File: config.mk
export PLATFORM = sky130hd
export DESIGN_NAME = pes_event_select
export DESIGN_NICKNAME = d
export VERILOG_FILES = /design/src/core/pes_pkg.sv /design/src/core/pes_event_select.sv
export SDC_FILE = /design/constraint.sdc
export NUM_CORES = 1
export LEC_CHECK = 0
export CAP_MARGIN = 10
export CORE_MARGIN = 8
export CORE_UTILIZATION = 50
export CTS_CLUSTER_SIZE = 24
export DETAILED_ROUTE_END_ITERATION = 10
export DONT_BUFFER_PORTS = 1
export PLACE_DENSITY = 0.66
export SLEW_MARGIN = 20
export SYNTH_ARGS = -nofsm -noshare
export SYNTH_HDL_FRONTEND = slang
export SYNTH_SLANG_ARGS = --single-unit
File: constraint.sdc
create_clock -name core_clk -period 3.2 [get_ports core_clk]
set_input_delay 0.64 -clock core_clk [delete_from_list [all_inputs] [get_ports core_clk]]
set_output_delay 0.64 -clock core_clk [all_outputs]
set_load 0.01 [all_outputs]
File: src/core/pes_pkg.sv
// Package with event codes and source bundles for the event qualifier.
package pes_pkg;
    // Event code width and the selectable event codes.
    localparam int EVW = 8;
    localparam logic [7:0] EV_RD_STALL = 8'h1a;
    localparam logic [7:0] EV_WR_EM_STALL = 8'h1b;
    localparam logic [7:0] EV_LOCKED = 8'h1c;
    localparam logic [7:0] EV_IO_CYCLE = 8'h1d;
    localparam logic [7:0] EV_NC_READ = 8'h1e;
    localparam logic [7:0] EV_ADDR_ILK = 8'h1f;
    localparam logic [7:0] EV_RSVD_0 = 8'h20;
    localparam logic [7:0] EV_RSVD_1 = 8'h21;
    localparam logic [7:0] EV_FLOAT_OPS = 8'h22;
    localparam logic [7:0] EV_DBG_MATCH_0 = 8'h23;
    localparam logic [7:0] EV_DBG_MATCH_1 = 8'h24;
    // Least increment width that holds the largest per-clock count.
    localparam int INC_W_MIN = 3;
    // Width of a register number in the pipeline.
    localparam int REG_W = 3;
    // Reset values.
    localparam logic RST_PEND = 1'b0;
    localparam logic [3:0] RST_PINS = 4'h0;

    // One bus cycle start seen by the bus unit.
    typedef struct packed {
        logic start;            // First clock of a bus cycle.
        logic locked;           // Locked cycle.
        logic write;            // Write cycle, else read.
        logic io;               // Cycle to I/O space.
        logic noncacheable;     // Noncacheable memory cycle.
        logic split_cycle_flag; // Locked sequence is split in two.
        logic bus_backoff;      // Current cycle aborted by back-off.
    } pes_bus_t;

    // Address generation and execute stage register usage, two pipes.
    typedef struct packed {
        logic [1:0] exe_wr_valid;       // Execute stage writes a register.
        logic [1:0][2:0] exe_wr_reg;    // Register written in execute.
        logic [1:0] agen_base_valid;    // Address gen stage uses a base.
        logic [1:0][2:0] agen_base_reg; // Base register in address gen.
        logic [1:0] agen_idx_valid;     // Address gen stage uses an index.
        logic [1:0][2:0] agen_idx_reg;  // Index register in address gen.
    } pes_agen_t;

    // Floating-point unit activity in one clock.
    typedef struct packed {
        logic [1:0] arith_ops; // Internal adds or multiplies this clock.
        logic excl_fault;      // Zero divide, neg root, special or stack.
        logic int_mul;         // Integer multiply executed by the unit.
    } pes_fpu_t;

    // Raw breakpoint comparator outputs for four debug registers.
    typedef struct packed {
        logic [3:0] match_u;  // Match on an instruction or data in pipe one.
        logic [3:0] match_v;  // Match in pipe two.
        logic [3:0] is_code;  // Register holds a code breakpoint.
        logic [3:0] enabled;  // Breakpoint enabled by software.
    } pes_bp_t;
endpackage

File: src/core/pes_event_select.sv
// Event qualifier for performance events 1ah to 24h.
`timescale 1ns/1ps

module pes_event_select #(
    parameter int INC_W = 3
) (
    input wire logic core_clk,
    input wire logic rst,
    input wire logic [7:0] event_code,
    input wire logic rd_stall,
    input wire logic wr_em_stall,
    input wire pes_pkg::pes_bus_t bus,
    input wire pes_pkg::pes_agen_t agen,
    input wire pes_pkg::pes_fpu_t fpu,
    input wire pes_pkg::pes_bp_t bp,
    output logic [INC_W-1:0] increment,
    output logic [3:0] breakpoint_pins
);

    // The widest count, four unit operations, needs three bits; two split halves need only two.
    if (INC_W < pes_pkg::INC_W_MIN) begin : g_inc_w_check
        $error("INC_W too small for the per-clock count.");
    end

    // Back-off bookkeeping: remembers that the next bus start is a restart.
    logic restart_pend_reg;
    logic restart_pend_next;
    // Registered increment and breakpoint pin state.
    logic [INC_W-1:0] inc_reg;
    logic [INC_W-1:0] inc_next;
    logic [3:0] pins_reg;
    logic [3:0] pins_next;
    // Qualified per-event occurrence counts for this clock.
    logic [2:0] cnt_locked;
    logic cnt_io;
    logic cnt_nc;
    logic [1:0] cnt_ilk;
    logic [2:0] cnt_flt;
    logic fresh_start;

    // Restart tracking: an aborted cycle is retried, and the retry must not count again.
    always_comb begin
        // A start clears the pending mark; a back-off in the same clock sets it and wins.
        restart_pend_next = restart_pend_reg;
        if (bus.start) begin
            restart_pend_next = 1'b0;
        end
        if (bus.bus_backoff) begin
            restart_pend_next = 1'b1;
        end
    end

    // Restart tracking register.
    always_ff @(posedge core_clk or posedge rst) begin
        if (rst) begin
            restart_pend_reg <= pes_pkg::RST_PEND;
        end else begin
            restart_pend_reg <= restart_pend_next;
        end
    end

    // Event qualification and selection for the selected event code.
    always_comb begin
        fresh_start = bus.start & ~restart_pend_reg;
        cnt_locked = 3'h0;
        if (fresh_start && bus.locked && !bus.write) begin
            cnt_locked = bus.split_cycle_flag ? 3'h2 : 3'h1;
        end
        cnt_io = fresh_start & bus.io;
        cnt_nc = fresh_start & ~bus.io & ~bus.write & bus.noncacheable;
        cnt_ilk = 2'h0;
        for (int a = 0; a < 2; a++) begin
            for (int e = 0; e < 2; e++) begin
                if (agen.exe_wr_valid[e] &&
                    ((agen.agen_base_valid[a] &&
                      agen.agen_base_reg[a] == agen.exe_wr_reg[e]) ||
                     (agen.agen_idx_valid[a] &&
                      agen.agen_idx_reg[a] == agen.exe_wr_reg[e]))) begin
                    cnt_ilk[a] = 1'b1;
                end
            end
        end
        cnt_flt = 3'h0;
        if (!fpu.excl_fault) begin
            cnt_flt = {1'b0, fpu.arith_ops};
        end
        cnt_flt = cnt_flt + {2'h0, fpu.int_mul};
        // Breakpoint pins follow the qualified matches.
        for (int i = 0; i < 4; i++) begin
            pins_next[i] = bp.match_u[i] |
                (bp.match_v[i] & ~(bp.is_code[i] & ~bp.enabled[i]));
        end
        // Selection of the increment by event code.
        inc_next = '0;
        unique case (event_code)
            pes_pkg::EV_RD_STALL: inc_next = INC_W'(rd_stall);
            pes_pkg::EV_WR_EM_STALL: inc_next = INC_W'(wr_em_stall);
            pes_pkg::EV_LOCKED: inc_next = INC_W'(cnt_locked);
            pes_pkg::EV_IO_CYCLE: inc_next = INC_W'(cnt_io);
            pes_pkg::EV_NC_READ: inc_next = INC_W'(cnt_nc);
            pes_pkg::EV_ADDR_ILK: inc_next = INC_W'({1'b0, cnt_ilk[0]}) +
                INC_W'({1'b0, cnt_ilk[1]});
            pes_pkg::EV_FLOAT_OPS: inc_next = INC_W'(cnt_flt);
            pes_pkg::EV_DBG_MATCH_0: inc_next = INC_W'(pins_next[0]);
            pes_pkg::EV_DBG_MATCH_1: inc_next = INC_W'(pins_next[1]);
            default: inc_next = '0;
        endcase
    end

    // Output registers: the increment and the pins appear one clock after the event.
    always_ff @(posedge core_clk or posedge rst) begin
        if (rst) begin
            inc_reg <= '0;
            pins_reg <= pes_pkg::RST_PINS;
        end else begin
            inc_reg <= inc_next;
            pins_reg <= pins_next;
        end
    end

    // Outputs come straight from flip-flops.
    assign increment = inc_reg;
    assign breakpoint_pins = pins_reg;

    // Read stall clocks give exactly one per clock.
    AST_RD_STALL: assert property (@(posedge core_clk) disable iff (rst)
        (event_code == pes_pkg::EV_RD_STALL) |=> (increment == INC_W'($past(rd_stall))))
        else $error("Read stall increment wrong.");

    // Write stall count follows its source.
    AST_WR_STALL: assert property (@(posedge core_clk) disable iff (rst)
        (event_code == pes_pkg::EV_WR_EM_STALL && wr_em_stall) |=> (increment == 1))
        else $error("Write stall not counted.");

    // A fresh locked read counts one or two.
    AST_LOCKED: assert property (@(posedge core_clk) disable iff (rst)
        (event_code == pes_pkg::EV_LOCKED && bus.start && !restart_pend_reg && bus.locked &&
         !bus.write && !bus.bus_backoff) |=> (increment == ($past(bus.split_cycle_flag) ? 2 : 1)))
        else $error("Locked read count wrong.");

    // A locked write half never counts.
    AST_LOCK_WR: assert property (@(posedge core_clk) disable iff (rst)
        (event_code == pes_pkg::EV_LOCKED && bus.write) |=> (increment == 0))
        else $error("Locked write half counted.");

    // After a back-off the next start does not count as I/O.
    AST_RESTART: assert property (@(posedge core_clk) disable iff (rst)
        (bus.bus_backoff && !bus.start) ##1 (event_code == pes_pkg::EV_IO_CYCLE && bus.start)
        |=> (increment == 0))
        else $error("Restarted cycle recounted.");

    // A fresh I/O start counts one.
    AST_IO: assert property (@(posedge core_clk) disable iff (rst)
        (event_code == pes_pkg::EV_IO_CYCLE && bus.start && bus.io && !restart_pend_reg)
        |=> (increment == 1))
        else $error("I/O cycle not counted.");

    // I/O reads never count as noncacheable reads.
    AST_NC_IO: assert property (@(posedge core_clk) disable iff (rst)
        (event_code == pes_pkg::EV_NC_READ && bus.io) |=> (increment == 0))
        else $error("I/O read counted as noncacheable.");

    // The interlock count never exceeds two.
    AST_ILK: assert property (@(posedge core_clk) disable iff (rst)
        (event_code == pes_pkg::EV_ADDR_ILK) |=> (increment <= 2))
        else $error("Interlock count above two.");

    // A listed exception leaves only the integer multiply count.
    AST_FLT_EXC: assert property (@(posedge core_clk) disable iff (rst)
        (event_code == pes_pkg::EV_FLOAT_OPS && fpu.excl_fault)
        |=> (increment == INC_W'($past(fpu.int_mul))))
        else $error("Faulting float op counted.");

    // Without a fault every internal operation is counted.
    AST_FLT_OPS: assert property (@(posedge core_clk) disable iff (rst)
        (event_code == pes_pkg::EV_FLOAT_OPS && !fpu.excl_fault && !fpu.int_mul)
        |=> (increment == INC_W'($past(fpu.arith_ops))))
        else $error("Float op count wrong.");

    // A disabled pipe-two code match alone does not reach the pins.
    AST_BP_V: assert property (@(posedge core_clk) disable iff (rst)
        (bp.match_v[0] && !bp.match_u[0] && bp.is_code[0] && !bp.enabled[0])
        |=> !breakpoint_pins[0])
        else $error("Unchecked pipe-two match counted.");

    // Match event one equals pin one.
    AST_BP_PIN: assert property (@(posedge core_clk) disable iff (rst)
        ($past(event_code) == pes_pkg::EV_DBG_MATCH_1)
        |-> (increment == INC_W'(breakpoint_pins[1])))
        else $error("Match count differs from pin.");

    // A pipe-one match counts even when disabled.
    AST_BP_U: assert property (@(posedge core_clk) disable iff (rst)
        (event_code == pes_pkg::EV_DBG_MATCH_0 && bp.match_u[0]) |=> (increment == 1))
        else $error("Breakpoint match not counted.");

    // Reserved codes add nothing.
    AST_RSVD: assert property (@(posedge core_clk) disable iff (rst)
        (event_code == pes_pkg::EV_RSVD_0 || event_code == pes_pkg::EV_RSVD_1)
        |=> (increment == 0))
        else $error("Reserved code counted.");

    // A clock without a write stall adds nothing.
    AST_WR_IDLE: assert property (@(posedge core_clk) disable iff (rst)
        (event_code == pes_pkg::EV_WR_EM_STALL && !wr_em_stall) |=> (increment == 0))
        else $error("Write stall counted without a stall.");

    // An unlocked bus cycle never counts as a locked one.
    AST_LOCK_UNLK: assert property (@(posedge core_clk) disable iff (rst)
        (event_code == pes_pkg::EV_LOCKED && !bus.locked) |=> (increment == 0))
        else $error("Unlocked cycle counted as locked.");

    // A restarted locked cycle is not counted again.
    AST_LOCK_RESTART: assert property (@(posedge core_clk) disable iff (rst)
        (event_code == pes_pkg::EV_LOCKED && restart_pend_reg) |=> (increment == 0))
        else $error("Restarted locked cycle recounted.");

    // A back-off always leaves the restart mark set, even with a start in the same clock.
    AST_MARK_SET: assert property (@(posedge core_clk) disable iff (rst)
        bus.bus_backoff |=> restart_pend_reg)
        else $error("Back-off did not mark the restart.");

    // Clocks without a bus start add no I/O count.
    AST_IO_IDLE: assert property (@(posedge core_clk) disable iff (rst)
        (event_code == pes_pkg::EV_IO_CYCLE && !bus.start) |=> (increment == 0))
        else $error("I/O counted without a bus start.");

    // A fresh noncacheable memory read counts one.
    AST_NC_READ: assert property (@(posedge core_clk) disable iff (rst)
        (event_code == pes_pkg::EV_NC_READ && bus.start && !restart_pend_reg && !bus.io &&
         !bus.write && bus.noncacheable) |=> (increment == 1))
        else $error("Noncacheable read not counted.");

    // A restarted noncacheable read is not counted again.
    AST_NC_RESTART: assert property (@(posedge core_clk) disable iff (rst)
        (event_code == pes_pkg::EV_NC_READ && restart_pend_reg) |=> (increment == 0))
        else $error("Restarted noncacheable read recounted.");

    // No execute-stage write means no interlock.
    AST_ILK_NONE: assert property (@(posedge core_clk) disable iff (rst)
        (event_code == pes_pkg::EV_ADDR_ILK && agen.exe_wr_valid == 2'h0) |=> (increment == 0))
        else $error("Interlock counted without a write.");

    // Pipe two's execute write to pipe one's index register is an interlock.
    AST_ILK_CROSS: assert property (@(posedge core_clk) disable iff (rst)
        (event_code == pes_pkg::EV_ADDR_ILK && agen.exe_wr_valid[1] && agen.agen_idx_valid[0] &&
         agen.agen_idx_reg[0] == agen.exe_wr_reg[1]) |=> (increment != 0))
        else $error("Cross-pipe interlock missed.");

    // Both address-gen pipes waiting on one execute write add two.
    AST_ILK_BOTH: assert property (@(posedge core_clk) disable iff (rst)
        (event_code == pes_pkg::EV_ADDR_ILK && agen.exe_wr_valid[0] &&
         agen.agen_base_valid == 2'h3 && agen.agen_base_reg[0] == agen.exe_wr_reg[0] &&
         agen.agen_base_reg[1] == agen.exe_wr_reg[0]) |=> (increment == 2))
        else $error("Dual-pipe interlock not counted twice.");

    // A single arithmetic operation with no fault counts one.
    AST_FLT_ONE: assert property (@(posedge core_clk) disable iff (rst)
        (event_code == pes_pkg::EV_FLOAT_OPS && !fpu.excl_fault && fpu.arith_ops == 2'h1 &&
         !fpu.int_mul) |=> (increment == 1))
        else $error("Single float op not counted.");

    // All internal operations plus an integer multiply add four.
    AST_FLT_SUM: assert property (@(posedge core_clk) disable iff (rst)
        (event_code == pes_pkg::EV_FLOAT_OPS && !fpu.excl_fault && fpu.arith_ops == 2'h3 &&
         fpu.int_mul) |=> (increment == 4))
        else $error("Float and integer multiply sum wrong.");

    // Match event zero equals pin zero.
    AST_BP_PIN0: assert property (@(posedge core_clk) disable iff (rst)
        ($past(event_code) == pes_pkg::EV_DBG_MATCH_0)
        |-> (increment == INC_W'(breakpoint_pins[0])))
        else $error("Match zero count differs from pin.");

    // A pipe-one match always reaches its pin.
    AST_BP_U1: assert property (@(posedge core_clk) disable iff (rst)
        bp.match_u[1] |=> breakpoint_pins[1])
        else $error("Pipe-one match lost.");

endmodule // pes_event_select

; Yosys cells after proc, flatten, opt, wreduce, memory -nomap -nowiden
; Cells that the tools add are included.
[op_classes]
bitwise = 28
reduce_logical = 20
eq_ne = 17
mux = 10
add_sub_neg = 2
[ops]
columns = op, count
row1 = $eq 8x5->1 const B, 6
row2 = $pmux 3 s9, 1
row3 = $eq 3x3->1, 8
row4 = $eq 8x6->1 const B, 3
row5 = $logic_and 1x1->1, 14
row6 = $and 1x1->1, 13
row7 = $not 1->1, 11
row8 = $mux 1, 6
row9 = $mux 2, 3
row10 = $logic_or 1x1->1, 4
row11 = $or 1x1->1, 4
row12 = $add 3x1->3, 1
row13 = $add 1x1->2, 1
row14 = $reduce_bool 2->1, 1
row15 = $logic_not 1->1, 1
[totals]
output_inout_bits = 7
regBits = 8
in_bits = 63

; Depth between registers and ports, before layout
[logic_depth]
depth_word = 8
ltp_mapped = 10
ltp_nobuf = 9

; Worst setup path before layout
; No wires, ideal clock.
[synth_timing]
path_kind = input-to-reg
from = input agen[16] in the netlist's numbering
to = register inc_reg[0] (netlist: increment[0])
slack_ns = 1.201
setup_time_ns = 0.138
stages = 10
t_required_ns = 3.062
t_arrival_ns = 1.861
cell_sequence = clkbuf_1 > xnor2_1 > nand4_1 > nand2_1 > a22o_1 > ha_1 > mux2i_1 > nor2_1 > nand2_1 > o2111ai_1
[synth_via]
elab_chain_len = 8
[synth_lines]
columns = element, line_no
row1 = from (decl), pes_event_select.sv:13  ; input wire pes_pkg::pes_agen_t agen,
row2 = "$eq 3x3->1, on equally long branches", "pes_event_select.sv:76, pes_event_select.sv:78"
row3 = "$logic_and 1x1->1, on equally long branches", "pes_event_select.sv:75, pes_event_select.sv:77"
row4 = $logic_or 1x1->1, pes_event_select.sv:76  ; agen.agen_base_reg[a] == agen.exe_wr_reg[e]) ||
row5 = $logic_and 1x1->1, pes_event_select.sv:74  ; if (agen.exe_wr_valid[e] &&
row6 = $mux 1 (2 in a row), pes_event_select.sv:74
row7 = $add 1x1->2 (*), pes_event_select.sv:101  ; pes_pkg::EV_ADDR_ILK: inc_next = INC_W'({1'b0, cnt_ilk[0]}) +
row8 = $pmux 3 s9 (*), pes_event_select.sv:95  ; unique case (event_code)
row9 = net inc_next[0], pes_event_select.sv:30  ; logic [INC_W-1:0] inc_next;
row10 = to (signal assigned), pes_event_select.sv:116  ; inc_reg <= inc_next;
row11 = to (decl), pes_event_select.sv:29  ; logic [INC_W-1:0] inc_reg;
; Mark *: on every way through the listed nets, which the timed path passes. The rest lies on a longest branch.
; A chain may end at the register's enable or synchronous reset.

; Final worst setup path
[layout_timing]
from = input agen[17] in the netlist's numbering
to = register inc_reg[0] (netlist: increment[0])
; Same word-level chain as after synthesis.

==> metrics.txt <==
status=completed; total global routing overflow=0; total global-route track usage=0.135; final worst slack=1560 ps; Leak=0.351 nW; clock-pin slew on the worst setup and hold paths=50 ps; slowest stage cell on the critical path=ha_1; cells along the critical path=xnor2_1 > nand4_1 > nand2_1 > a22o_1 > ha_1 > mux2i_1 > nor2_1 > nand2_1 > o2111ai_1; Clock Path Buffers=2; via count=719; Avg Inst Size Synth=8.36 µm²; post-CTS setup buffers=0; Post-DP HPWL=around 2.1 mm; most frequent CP cell=nand2_1; Synth area leaders=xnor2_1 (25%), dfrtp_1 (24%), nand4_1 (6.0%); RSZ-0062 raised after global routing=no; row count=14; Yosys top cell by area=xnor2_1; Die Footprint=3240 µm²; layout cells sized above 1=0.0521; # Max-Cap Violations=0; max incr delay on CP=around 280 ps; Placed Instances=between 100 and 150; PwrDens=281 nW/µm²; fin crit period=~1600 ps; Routed wire per std cell=between 20 and 25 µm; worst hold path class=in -> async; Max Fclk=608 MHz; Critical Path Source Type=input pin; Hold-fix buffers, CTS=0; # diodes=0; Clk Tree Root Cell=clkbuf_4; # DRC=0; GP Congestion=0.760; Buf/Inv on CP=0; number of synthesis warnings=0; core footprint=1540 µm²; chip height=56.9 µm; VDD IR-drop max=approximately 0.12 mV; Setup Viol. Count Final=0; clk_skew=just under 0.9 ps; initial DRC count=24; max reg flops=4; critical path endpoint category=flop; syn nets=~170; final setup TNS=0 ps; vias per std cell=6.42; CP Data Arrival Time=approximately 1800 ps; DRT Pass-1 Iters=4; global-route wire length before repair=3.59 mm; buffers added on ports=0; Non-Filler Instances=112; number of global-route vias before repair=769; Place WS=between 1000 and 1500 ps; drt total wl=2.31 mm; largest net degree at the start of global routing=9; Seq/Total Area, Yosys=0.240; I/O pins=70; Chip Width=56.9 µm; clock sinks=8; layout net count=about 160; most frequent cells in the layout=xnor2_1 (24), nand2_1 (9), inv_1 (8), nand4_1 (8), dfrtp_1 (8); Fin. Hold Viols=0; Netlist Area Pre-Place=836 µm²; Num CTS Buffers=3; total power=approximately 240 µW; Worst Path Max Fanout=4; Final Max Slew Viols=0; relative slew slack=0.568; top-area cell type share of the netlist area=0.251; Least-Margin Pin Slew=approximately 640 ps; Worst-Skew Late Latency=240 ps; cell family with most CP delay=compound AO/OA/AOI/OAI gates; crit path kind=in -> reg; most common cell after layout, fill and taps aside=xnor2_1; CTS tree=done; Starting Density=0.542; Synth-to-Final Area Change=1.80%; Netlist cell types=27; Syn Inst Count=100; antenna-violating nets left=0; Period Utilization, post-route=0.514; Synth Register Bits=8; initial antenna violation count=0; Critical Path RT=3300 ps; H-tree lvl count=1; CTS resizes=0
[metal layers]
metal	part of all wire	global-route usage
met4	0.0035	0.0503
met5	0	0
met3	0.18	0.0899
met2	0.49	0.219
met1	0.33	0.134
[cell families after synthesis]
kind of cell             after synthesis  share of synthesized area
flip-flops                             8                      0.240
XOR/XNOR                              24                      0.251
adder cells (fa/ha/maj)                3                     0.0449
multiplexers                           1                     0.0120
AO/OA/AOI/OAI                         14                      0.133
buffers and inverters                 15                     0.0689
AND/OR/NAND/NOR                       35                      0.250
[synthesized netlist by cell type, drive strengths merged]
| master | instances |
|---|---|
| nand2b | 4 |
| nor4 | 2 |
| nand2 | 9 |
| clkbuf | 4 |
| o22ai | 1 |
| nand4 | 8 |
| nor4b | 1 |
| mux2i | 1 |
| nor2 | 4 |
| buf | 3 |
| inv | 8 |
| o2111ai | 1 |
| a21o | 5 |
| a22o | 3 |
| and3 | 1 |
| xnor2 | 24 |
| a32o | 1 |
| or4b | 1 |
| a32oi | 2 |
| o21ai | 1 |
| nor3b | 1 |
| ha | 3 |
| nor2b | 2 |
| dfrtp | 8 |
| nand4b | 2 |
[path summary, 6_finish.rpt]
check,startpoint,end,slack [ps],depth (start not counted)
max in group asynchronous,rst,breakpoint_pins[1]$_DFF_PP0_,2750,1
setup reg to reg,restart_pend_reg$_DFFE_PP0P_,increment[0]$_DFF_PP0_,1730,5
min in group core_clk,bp[15],breakpoint_pins[3]$_DFF_PP0_,490,1
setup / recovery,agen[17],increment[0]$_DFF_PP0_,1560,9
hold reg to reg,restart_pend_reg$_DFFE_PP0P_,restart_pend_reg$_DFFE_PP0P_,530,1
hold / removal,rst,increment[2]$_DFF_PP0_,230,1
[stage by stage]
| stage | hold WS (ps) | util | instance area (µm²) |
|---|---|---|---|
| 2_1_floorplan | 456 | - | 836 |
| 3_3_place_gp | 484 | 0.537 | 828 |
| 3_5_place_dp | 485 | 0.537 | 828 |
| 4_1_cts | 219 | 0.552 | 851 |
| 5_1_grt | 248 | 0.552 | 851 |
| 6_report | 226 | 0.552 | 851 |
[worst register-to-register path, cell delays in order, from the launching register on]
cell and delay [ps]:
dfrtp_1 400, nor3b_1 340, and3_1 250, a22o_1 150, a32oi_1 100, o2111ai_1 150
[power by group]
part	internal (mW)	switching, mW
Clock	0.0425	0.0279
Sequential	0.106	0.00387
Combinational	0.0364	0.0223
[final cells by class]
| type | instances | area, µm² |
|---|---|---|
| Inverter | 8 | 30.0 |
| Sequential cell | 8 | 200 |
| Multi-Input combinational cell | 77 | 578 |
| Fill cell | 139 | 691 |
| Clock buffer | 3 | 22.5 |
| Tap cell | 16 | 20.0 |
Power figures use the tool's default switching activity.
